===== config.mk =====
export PLATFORM = sky130hd
export DESIGN_NAME = sync_action_set_control
export DESIGN_NICKNAME = d
export VERILOG_FILES = /design/src/hw/sync_set_pkg.sv /design/src/hw/set_cfg_store.sv /design/src/hw/sync_action_set_control.sv
export SDC_FILE = /design/constraint.sdc
export NUM_CORES = 1
export LEC_CHECK = 0
export CAP_MARGIN = 25
export CORE_MARGIN = 3
export CORE_UTILIZATION = 52
export DETAILED_ROUTE_END_ITERATION = 8
export DONT_BUFFER_PORTS = 1
export PLACE_DENSITY = 0.73
export SKIP_CTS_REPAIR_TIMING = 1
export SYNTH_ARGS = -nofsm -noshare
export SYNTH_HDL_FRONTEND = slang
export SYNTH_SLANG_ARGS = --single-unit

===== constraint.sdc =====
create_clock -name i_sys_clk -period 2.18 [get_ports i_sys_clk]
set_clock_uncertainty 0.2 [all_clocks]
set_input_delay 0.327 -clock i_sys_clk [delete_from_list [all_inputs] [get_ports i_sys_clk]]
set_output_delay 0.327 -clock i_sys_clk [all_outputs]
set_load 0.02 [all_outputs]

===== src/hw/sync_set_pkg.sv =====
// sync_set_pkg: command codes, field positions and types for the
// synchronous action set control block.
// assumes a single clock domain; no bus, plain ports only.
`default_nettype none
package sync_set_pkg;
  localparam int unsigned NUM_SETS       = 4;
  localparam logic [3:0]  CMD_ENABLE_HI  = 4'h8;
  localparam logic [3:0]  CMD_DISABLE_HI = 4'h9;
  localparam logic [3:0]  CMD_ACT_HI     = 4'ha;
  localparam logic [7:0]  CMD_ERR_CLEAR  = 8'h79;
  localparam logic [7:0]  CMD_SET_CFG0   = 8'h26;
  localparam logic [7:0]  CMD_OTHER_SET  = 8'h22;
  localparam int unsigned OTHER_ERRDIS_BIT = 7;
  localparam int unsigned CFG_REPEAT_BIT = 15;
  localparam int unsigned CFG_FACTOR_LSB = 0;
  localparam int unsigned CFG_FACTOR_W   = 4;
  localparam int unsigned IMASK_SET_LSB  = 12;
  localparam logic [3:0]  FACTOR_NOP     = 4'h0;
  localparam logic [3:0]  ENABLE_RST     = 4'h0;

  typedef struct packed {
    logic       valid;
    logic [7:0] code;
    logic [15:0] data;
  } cmd_s;

  typedef struct packed {
    logic       repeat_sel;
    logic [3:0] factor;
  } set_cfg_s;
endpackage
`default_nettype wire


===== src/hw/set_cfg_store.sv =====
// set_cfg_store: per-set configuration words, registered read data.
// assumes writes and reads in the system clock domain.
`default_nettype none
module set_cfg_store
  import sync_set_pkg::*;
#(
  parameter int unsigned DEPTH = NUM_SETS
) (
  // clock and reset
  input  wire logic                     i_sys_clk,
  input  wire logic                     i_rst,
  // write side
  input  wire logic                     i_wr_en,
  input  wire logic [1:0]               i_wr_idx,
  input  wire sync_set_pkg::set_cfg_s   i_wr_cfg,
  // read side, all entries
  output var sync_set_pkg::set_cfg_s [DEPTH-1:0] o_cfg
);
  if (DEPTH != 4) begin : g_depth_chk
    $error("set_cfg_store supports four sets only");
  end
  set_cfg_s [DEPTH-1:0] mem_r;
  set_cfg_s [DEPTH-1:0] mem_nxt;
  always_comb begin
    mem_nxt = mem_r;
    if (i_wr_en) begin
      mem_nxt[i_wr_idx] = i_wr_cfg;
    end
  end
  always_ff @(posedge i_sys_clk or posedge i_rst) begin
    if (i_rst) begin
      mem_r <= '0;
      o_cfg <= '0;
    end else begin
      mem_r <= mem_nxt;
      o_cfg <= mem_nxt;
    end
  end
endmodule
`default_nettype wire


===== src/hw/sync_action_set_control.sv =====
// sync_action_set_control: enable flags, activation and interrupt for
// four synchronous action sets of one axis.
// assumes commands arrive as one-cycle strobes synchronous to the clock;
// factor events come from the action datapath outside this block.
`default_nettype none
////////////////////////////////////////////////////////////////////////
module sync_action_set_control
  import sync_set_pkg::*;
(
  // clock and reset
  input  wire logic                 i_sys_clk,
  input  wire logic                 i_rst,
  // host command strobe
  input  wire sync_set_pkg::cmd_s   i_cmd,
  // interrupt mask word
  input  wire logic [15:0]          i_interrupt_mask_word,
  // drive error flag level
  input  wire logic                 i_error_flag,
  // activation factor events per set
  input  wire logic [3:0]           i_factor_hit,
  // status readback page low bits
  output logic [3:0]                o_status_readback_page,
  // activation pulses, interrupts and error status
  output logic [3:0]                o_set_fire,
  output logic [3:0]                o_set_irq,
  output logic                      o_error_auto_disable,
  output logic                      o_error_lock
);
  ////////////////////////////////////////////////////////////////////
  // command decode
  logic       is_en;
  logic       is_dis;
  logic       is_act;
  logic       is_cfg;
  logic       is_other;
  logic       is_clr;
  logic [3:0] sel;
  assign sel      = i_cmd.code[3:0];
  assign is_en    = i_cmd.valid && i_cmd.code[7:4] == CMD_ENABLE_HI
                    && sel != 4'h0;
  assign is_dis   = i_cmd.valid && i_cmd.code[7:4] == CMD_DISABLE_HI
                    && sel != 4'h0;
  assign is_act   = i_cmd.valid && i_cmd.code[7:4] == CMD_ACT_HI
                    && sel != 4'h0;
  assign is_cfg   = i_cmd.valid
                    && 8'(i_cmd.code - CMD_SET_CFG0) < 8'(NUM_SETS);
  assign is_other = i_cmd.valid && i_cmd.code == CMD_OTHER_SET;
  assign is_clr   = i_cmd.valid && i_cmd.code == CMD_ERR_CLEAR;

  ////////////////////////////////////////////////////////////////////
  // configuration store
  logic [1:0] cfg_idx;
  set_cfg_s   cfg_wr;
  set_cfg_s [3:0] cfg;
  assign cfg_idx = 2'(i_cmd.code - CMD_SET_CFG0);
  assign cfg_wr.repeat_sel = i_cmd.data[CFG_REPEAT_BIT];
  assign cfg_wr.factor =
    i_cmd.data[CFG_FACTOR_LSB +: CFG_FACTOR_W];
  set_cfg_store #(.DEPTH(NUM_SETS)) u_cfg (
    .i_sys_clk (i_sys_clk),
    .i_rst     (i_rst),
    .i_wr_en   (is_cfg),
    .i_wr_idx  (cfg_idx),
    .i_wr_cfg  (cfg_wr),
    .o_cfg     (cfg)
  );

  ////////////////////////////////////////////////////////////////////
  // state
  logic [3:0] enable_r;
  logic [3:0] enable_nxt;
  logic       errdis_r;
  logic       errdis_nxt;
  logic       lock_r;
  logic       lock_nxt;
  logic       err_d_r;
  logic [3:0] fire_r;
  logic [3:0] fire_nxt;
  logic [3:0] irq_r;
  logic [3:0] irq_nxt;
  logic       err_rise;
  logic [3:0] fire_now;
  logic [3:0] once_clr;

  assign err_rise = i_error_flag && !err_d_r;

  always_comb begin
    fire_now   = '0;
    once_clr   = '0;
    enable_nxt = enable_r;
    errdis_nxt = errdis_r;
    lock_nxt   = lock_r;
    if (is_other) begin
      errdis_nxt = i_cmd.data[OTHER_ERRDIS_BIT];
    end
    for (int i = 0; i < NUM_SETS; i++) begin
      fire_now[i] = enable_r[i] &&
                    (i_factor_hit[i] && cfg[i].factor != FACTOR_NOP
                     || is_act && sel[i]);
      once_clr[i] = fire_now[i] && !cfg[i].repeat_sel;
    end
    enable_nxt = enable_nxt & ~once_clr;
    if (is_dis) begin
      enable_nxt = enable_nxt & ~sel;
    end
    if (is_en && !lock_r) begin
      enable_nxt = enable_nxt | sel;
    end
    if (is_clr) begin
      lock_nxt = 1'b0;
    end
    if (err_rise && errdis_r) begin
      enable_nxt = '0;
      lock_nxt   = 1'b1;
    end
    fire_nxt = fire_now;
    irq_nxt  = fire_now & i_interrupt_mask_word[IMASK_SET_LSB +: 4];
  end

  always_ff @(posedge i_sys_clk or posedge i_rst) begin
    if (i_rst) begin
      enable_r <= ENABLE_RST;
      errdis_r <= 1'b0;
      lock_r   <= 1'b0;
      err_d_r  <= 1'b0;
      fire_r   <= '0;
      irq_r    <= '0;
    end else begin
      enable_r <= enable_nxt;
      errdis_r <= errdis_nxt;
      lock_r   <= lock_nxt;
      err_d_r  <= i_error_flag;
      fire_r   <= fire_nxt;
      irq_r    <= irq_nxt;
    end
  end

  ////////////////////////////////////////////////////////////////////
  // outputs
  assign o_status_readback_page = enable_r;
  assign o_set_fire             = fire_r;
  assign o_set_irq              = irq_r;
  assign o_error_auto_disable   = errdis_r;
  assign o_error_lock           = lock_r;
endmodule
`default_nettype wire


### After elaboration in Yosys (flattened, before gate mapping)

Cells that the tools add are included.

| word-level totals | value |
|---|---|
| register bits after elaboration | 35 |
| input port bits | 48 |
| output and inout bits | 14 |
| logic and storage cells | 82 |

| operators by class | value |
|---|---|
| add/subtract/negate cells | 1 |
| order comparisons | 3 |
| equality and inequality tests | 5 |
| multiplexer cells | 8 |
| bitwise logic cells | 6 |
| reductions and logical operators | 45 |

Operators with widths:

| cell | number |
|---|---|
| logical AND 1 bit | 29 |
| bitwise mux 20 bit | 1 |
| nonzero test 4 bit | 5 |
| AND 4 bit | 3 |
| equality test 4 bit (second input constant) | 3 |
| two-way mux 4 bit | 3 |
| demux 5 bit (select 2 bit) | 1 |
| equality test 8 x 6 -> 1 bit (second input constant) | 1 |
| equality test 8 x 7 -> 1 bit (second input constant) | 1 |
| less-than comparator 8 x 3 -> 1 bit (second input constant) | 1 |
| inverter 4 bit | 2 |
| subtractor 8 x 6 -> 8 bit (second input constant) | 1 |
| logical NOT 1 bit | 6 |
| two-way mux 5 bit | 1 |
| logical OR 1 bit | 4 |
| bitwise OR 4 bit | 1 |
| less-than comparator 2 x 3 -> 1 bit (second input constant) | 1 |
| greater-or-equal comparator 2 x 1 -> 1 bit (second input constant) | 1 |
| two-way mux 1 bit | 2 |
| nonzero test 2 bit | 1 |

### Longest topological paths before layout

Gate-level depths: netlist (run 1).

| logic depth | value |
|---|---|
| depth after elaboration | 14 |
| mapped depth | 5 |
| gate-level depth less buffers | 5 |

### By module

From an unflattened synthesis (run 1), not the netlist that was laid out.

| second synthesis, totals | value |
|---|---|
| cells, all modules | 130 |
| area total of the unflattened synthesis | 1629.1 µm² |

Modules (own cells, without submodules):

| module | instances | cells an instance | area each (µm²) | seq. area each (µm²) |
|---|---|---|---|---|
| sync_action_set_control | 1 | 85 | 860.8 | 375.4 |
| set_cfg_store | 1 | 45 | 768.2 | 500.5 |

### Least setup slack after synthesis (run 1)

No wires, ideal clock.

| timing path | value |
|---|---|
| path kind | input-to-reg |
| start | input i_cmd[17] (netlist name) |
| end | register u_cfg.o_cfg[0] (netlist name) |
| arrival time | 1.584 ns |
| path slack | 0.271 ns |
| stages | 4 |
| cells stage by stage | ha_1 -> nor4_4 -> o2111ai_1 -> mux2_2 |

| between the ends | value |
|---|---|
| word-level cells in the longest chain between the ends | 6 |

RTL lines:

| what | line | RTL |
|---|---|---|
| start: declaration | sync_action_set_control.sv:14 | `input wire sync_set_pkg::cmd_s i_cmd,` |
| subtractor 8 x 6 -> 8 bit (*) | sync_action_set_control.sv:55 | `assign cfg_idx = 2'(i_cmd.code - CMD_SET_CFG0);` |
| less-than comparator 2 x 3 -> 1 bit (implied by the code) or greater-or-equal comparator 2 x 1 -> 1 bit (tied branches) | set_cfg_store.sv:27 | `mem_nxt[i_wr_idx] = i_wr_cfg;` |
| logical AND 1 bit (implied by the code) | set_cfg_store.sv:27 |  |
| two-way mux 5 bit (implied by the code) | set_cfg_store.sv:27 |  |
| demux 5 bit (select 2 bit) | n/a |  |
| bitwise mux 20 bit | set_cfg_store.sv:27 |  |
| end signal: assignment | set_cfg_store.sv:36 | `o_cfg <= mem_nxt;` |
| end: declaration | set_cfg_store.sv:17 | `output var sync_set_pkg::set_cfg_s [DEPTH-1:0] o_cfg` |

Every way passes the cells marked *; elsewhere a longest branch is shown, timed or not.
A chain may end at the register's enable or synchronous reset.

### Worst setup path after layout (run 1)

Same ends and word-level chain as after synthesis.

==> results.py, run 1 <==
metrics = {
    "power_and_ir_drop": {
        "power_mw": 1.228,
        "p_per_area_nw_per_um2": 666.7,
        "peakVddDrop_mv": 0.3804,
        "p_leak_nw": 0.8492,
    },
    "floorplanning": {
        "core_area_um2": 2829,
        "rows": 19,
        "fp.dieW_um": 61.11,
        "dieArea_um2": 3734,
        "initial_core_util_pct": 55.82,
        "die_y_um": 61.11,
        "ioPinCount": 62,
    },
    "clock_network": {
        "cts_buffers": 5,
        "cts-htree-levels": 2,
        "cts_tree": "done",
        "clkTransAtPathRegs_ps": 100,
        "clockRootBuffer": "clkbuf_4",
        "cts_buffer_depth": 2,
        "insertion_delay_ps": 330,
        "cts_sinks": 35,
    },
    "finish": {
        "num_antenna_cells": 0,
        "nets": 194,
        "drive_above_1_share_pct": 23.97,
        "fillers": 234,
        "areaGrowthSynthToFinish_pct": 16.64,
        "fin_cells": 177,
    },
    "setup_path": {
        "cp-end-kind": "flop",
        "crit_arrival_ps": 1770,
        "cp-start-kind": "input pin",
        "critical_path.max_fanout": 9,
        "required_ps": 2210,
        "crit_type": "in2reg",
    },
    "logic_synthesis": {
        "ys_types": 29,
        "seq_area_frac_synth_pct": 55.47,
        "synth-seq-cells": 35,
        "synth_ff_type": "dfrtp_1",
        "netlist_instances": 122,
        "async_flop_share_pct": 100.0,
        "syn-mean-instance-area_um2": 12.94,
        "yosys_warnings": 0,
        "synth_nets": 171,
        "synth_edf_count": 0,
        "syn_area_um2": 1579,
    },
    "sta": {
        "fin_crit_ps": 1740,
        "tightest_slew_ps": 588.8,
        "fmax_ghz": 0.5746,
        "post-route-period-util_pct": 79.83,
        "slew_viol_final": 0,
        "grt_setup_unrepaired": "false",
        "tns_ps": 0,
        "setup_viol": 0,
        "finalHoldViolations": 1,
        "holdWs_ps": -1.280,
        "relSlewSlack_pct": 60.71,
    },
    "global_route": {
        "grt_pass1_wl_um": 5126,
        "grt_pass1_vias": 1028,
        "overflow": 0,
        "grtUsageTotal_pct": 19.42,
        "grt_max_degree": 36,
        "antenna_found_initial": 0,
    },
    "detailed_routing": {
        "remaining_drc_errors": 0,
        "via_per_inst": 6.395,
        "antenna_left": 0,
        "vias": 1132,
        "drt-initial-drc-count": 63,
        "wl_per_cell_um": 19.23,
        "finalWirelength_um": 3403,
        "firstDrtPassIters": 4,
    },
    "flow_run": {
        "maxCapViolCount": 0,
    },
    "placed_design": {
        "place.gp.congestion": 0.8636,
        "io_buffers": 0,
        "place_hpwl_um": 2318,
        "dpl.cell_count": 152,
    },
    "outcome": {
        "status": "complete, but fails checks",
        "violations": "negative hold slack",
    },
    "min_path": {
        "hold_class": "in2reg",
    },
}
worst max-delay path, cell delays in order:
cell	delay (ps)
ha_1	310
nor4_4	380
o2111ai_1	370
mux2_2	380
cell type report:
cell class | count | area [um^2] | share of cell area, %
flip-flops and latches | 35 | 875.8 | 47.55
well taps | 31 | 38.79 | 2.106
clock inverters | 1 | 5.005 | 0.2717
clock buffers | 7 | 45.04 | 2.446
repair buffers | 20 | 192.7 | 10.46
multi-input cells | 80 | 673.1 | 36.55
inverters | 3 | 11.26 | 0.6114
per-layer routing:
metal  GRT usage, %  up-vias  part of all wire, %
li1               -      513                    -
met1          23.90      555                   38
met2          29.31       52                   49
met3          9.224       12                  9.6
met4          8.050        0                  2.8
met5              0        -                    0
cell families after synthesis:
| family | count (synthesis) | synth area share, % |
|---|---|---|
| flip-flops | 35 | 55.47 |
| AO/OA/AOI/OAI | 29 | 14.58 |
| AND/OR/NAND/NOR | 29 | 12.28 |
| multiplexers | 21 | 14.98 |
| buffers and inverters | 7 | 1.901 |
| adder cells (fa/ha/maj) | 1 | 0.7923 |
flip-flops by register name, summed over array words and instances (netlist names):
signal and count:
u_cfg.o_cfg 16, o_set_fire 4, o_set_irq 4, o_status_readback_page 4
u_cfg.mem_r 4, err_d_r 1, o_error_auto_disable 1, o_error_lock 1
placed cells by master (no fill, tap or decap), types with 2 or more instances in the layout:
master	count
a21boi_0	4
a21oi_1	2
a31oi_1	4
a32o_1	4
and2_1	5
buf_4	3
clkbuf_1	2
clkbuf_4	5
dfrtp_1	35
dlygate4sd3_1	17
inv_1	3
mux2_2	21
nand2_1	2
nand2b_1	2
nand3_1	4
nand3b_1	2
nor2_1	5
o2111ai_1	2
o2111ai_2	2
o21ai_0	5
o41ai_1	6
where the power goes:
part           internal (mW)  total [mW]  leakage, nW  switching, mW
clock                  0.125       0.321       0.0293          0.196
sequential             0.696       0.762        0.479         0.0664
combinational         0.0795       0.144        0.340         0.0649
synthesized netlist by cell type, drive strengths merged (3+ instances only):
master   number  area [um^2]
a32o          4        40.04
mux2         21        236.5
nand2b        3        21.27
inv           3        11.26
and2          5        31.28
o2111ai       4        47.55
a21boi        4        30.03
dfrtp        35        875.8
o21ai         5        25.02
buf           3        15.01
a31oi         4        25.02
o41ai         6        52.55
nand3         4        20.02
nor2          5        18.77
worst paths after layout:
path | start | end | slack [ps] | depth (start not counted)
setup / recovery | i_cmd[17] | u_cfg.o_cfg[0] | 440 | 4
hold / removal | i_cmd[22] | o_error_lock | -1 | 3
setup reg to reg | o_error_auto_disable | o_status_readback_page[2] | 500 | 5
hold reg to reg | u_cfg.o_cfg[8] | u_cfg.o_cfg[8] | 320 | 1
max in group asynchronous | i_rst | o_status_readback_page[3] | 1160 | 3
min in group asynchronous | i_rst | u_cfg.mem_r[15] | 320 | 3
metrics by stage:
stage	utilization, %	hold WS [ps]	cell area [um^2]	setup WS (ps)
3_3_place_gp	57.32	126.9	1622	131.4
5_1_grt	65.10	1.931	1842	365.2
2_1_floorplan	-	158.4	1579	270.9
4_1_cts	59.09	-239.3	1672	441.0
3_5_place_dp	57.32	133.0	1622	68.91
6_report	65.10	-1.280	1842	439.7
No activity file was read; power rests on OpenSTA's default activity.
==> run 2: changes to the inputs <==
- clock period: 2.18 -> 1.7 ns (I/O delays scaled with it)
==> run 2 against run 1 <==
Compared with the run above:
- the run now ends clean
- via count grew 2.8%
- final area rose by 7.8%
- sequential power up 29%
- routed wire length grew 1.1%
- utilization up 5.1 points
- global-route usage down 1.1 points
- flip-flop and latch count unchanged
- total power increased by 33%
- worst setup slack got worse by 350 ps
- count of clock-buffer cells in the layout shrank 1
- clock power up 33%
- register-to-register slack got worse by 410 ps
- largest cell class unchanged
==> results.py, run 2 (synthesis gave the netlist of run 1 again) <==
metrics = {
    "floorplanning": {
        "ioPinCount": 62,
        "fp.dieW_um": 61.11,
        "die_y_um": 61.11,
        "initial_core_util_pct": 55.82,
        "rows": 19,
        "dieArea_um2": 3734,
        "core_area_um2": 2829,
    },
    "global_route": {
        "grt_max_degree": 23,
        "grtUsageTotal_pct": 18.34,
        "grt_pass1_vias": 992,
        "antenna_found_initial": 0,
        "grt_pass1_wl_um": 4843,
        "overflow": 0,
    },
    "clock_network": {
        "insertion_delay_ps": 340,
        "cts_buffers": 5,
        "cts_tree": "done",
        "clkTransAtPathRegs_ps": 100,
        "clockRootBuffer": "clkbuf_4",
        "cts_sinks": 35,
        "cts_buffer_depth": 2,
        "cts-htree-levels": 2,
    },
    "sta": {
        "slew_viol_final": 0,
        "relSlewSlack_pct": 65.37,
        "grt_setup_unrepaired": "false",
        "tightest_slew_ps": 518.8,
        "fin_crit_ps": 1613,
        "fmax_ghz": 0.6201,
        "post-route-period-util_pct": 94.86,
        "tns_ps": 0,
        "setup_viol": 0,
        "worst_slack_ps": 87.34,
        "finalHoldViolations": 0,
    },
    "detailed_routing": {
        "wl_per_cell_um": 18.40,
        "remaining_drc_errors": 0,
        "antenna_left": 0,
        "finalWirelength_um": 3441,
        "vias": 1164,
        "firstDrtPassIters": 4,
        "via_per_inst": 6.225,
        "drt-initial-drc-count": 63,
    },
    "power_and_ir_drop": {
        "p_per_area_nw_per_um2": 821.1,
        "peakVddDrop_mv": 0.4450,
        "p_int_mw": 1.180,
        "p_sw_mw": 0.4501,
        "p_clk_share_pct": 26.1,
        "power_mw": 1.631,
        "combPwrFrac_pct": 13.6,
        "p_leak_nw": 0.9033,
        "pwr-share-seq_pct": 60.3,
        "p_sw_share_pct": 27.61,
    },
    "finish": {
        "fillers": 192,
        "final_common_cell": "dfrtp_1",
        "drive_above_1_share_pct": 29.49,
        "num_antenna_cells": 0,
        "layout_common_cells": "dfrtp_1, dlygate4sd3_1, mux2_2",
        "top_register": "u_cfg.o_cfg",
        "largest_reg_flops": 16,
        "nets": 204,
        "fin_cells": 187,
        "areaGrowthSynthToFinish_pct": 25.75,
        "final_core_util_pct": 70.19,
    },
    "setup_path": {
        "required_ps": 1770,
        "reg2reg_setup_slack_ps": 90,
        "reg2reg_depth": 5,
        "cp-end-kind": "flop",
        "cp-start-kind": "flop",
        "crit_type": "reg2reg",
        "critical_path.max_fanout": 2,
        "crit_arrival_ps": 1690,
    },
    "min_path": {
        "holdPathStages": 3,
        "hold_class": "in2reg",
    },
    "placed_design": {
        "dp_slack_ps": -245.2,
        "place_hpwl_um": 2434,
        "place.gp.congestion": 0.7457,
        "io_buffers": 0,
        "dpl.cell_count": 157,
    },
    "outcome": {
        "status": "completed",
    },
    "flow_run": {
        "maxCapViolCount": 0,
    },
}
-- run 2: cell count changes in the layout (fill, tap and decap cells not counted), moves of 2 or more --
cell	delta
o2111ai_1	-2
o2111ai_2	+2
buf_4	+4
dlygate4sd3_1	+5
-- run 2: power groups by stage --
stage / Combinational (mW) / Sequential [mW] / Clock [mW]
after floorplan: 0.135 / 0.981 / 0
after global placement: 0.162 / 0.992 / 0
after detailed placement: 0.168 / 0.997 / 0
after CTS: 0.169 / 0.980 / 0.441
after global routing: 0.243 / 0.991 / 0.482
final: 0.222 / 0.983 / 0.426
-- run 2: critical path, stage by stage (launching register included) --
cell	delay, ps
dfrtp_1	400
o41ai_2	410
buf_4	170
nor2_1	30
a31oi_1	150
a32o_1	200
-- run 2: layer usage --
layer	wire [um]	GRT usage [%]	part of all wire [%]	up-vias
met3	226	6.918	6.6	8
met4	65	9.288	1.9	0
met5	0	0	0	-
met1	1427	22.16	41	574
met2	1721	28.55	50	47
li1	-	-	-	535
-- run 2: final timing paths --
kind | startpoint | end
max in group asynchronous | i_rst | u_cfg.o_cfg[13]
worst min register to register | u_cfg.o_cfg[0] | u_cfg.o_cfg[0]
worst max-delay path | u_cfg.o_cfg[5] | o_status_readback_page[1]
worst min-delay path | i_factor_hit[3] | o_set_fire[3]
worst max register to register | u_cfg.o_cfg[5] | o_status_readback_page[1]
min in group asynchronous | i_rst | o_status_readback_page[0]
-- run 2: final cells by class --
type                    count  area (um^2)  area share (%)
multi-input cells          80        713.2           35.92
inverters                   3        11.26          0.5671
well taps                  31        38.79           1.953
repair buffers             30        292.8           14.74
clock buffers               6        41.29           2.079
flip-flops and latches     35        875.8           44.11
clock inverters             2        12.51          0.6301
-- run 2: metrics by stage --
step / hold slack (ps) / cell area (um^2)
floorplan: 86.43 / 1612
global placement: 6.112 / 1704
detailed placement: 5.581 / 1704
CTS: -370.3 / 1758
global route: 11.64 / 1986
finish: 7.616 / 1986
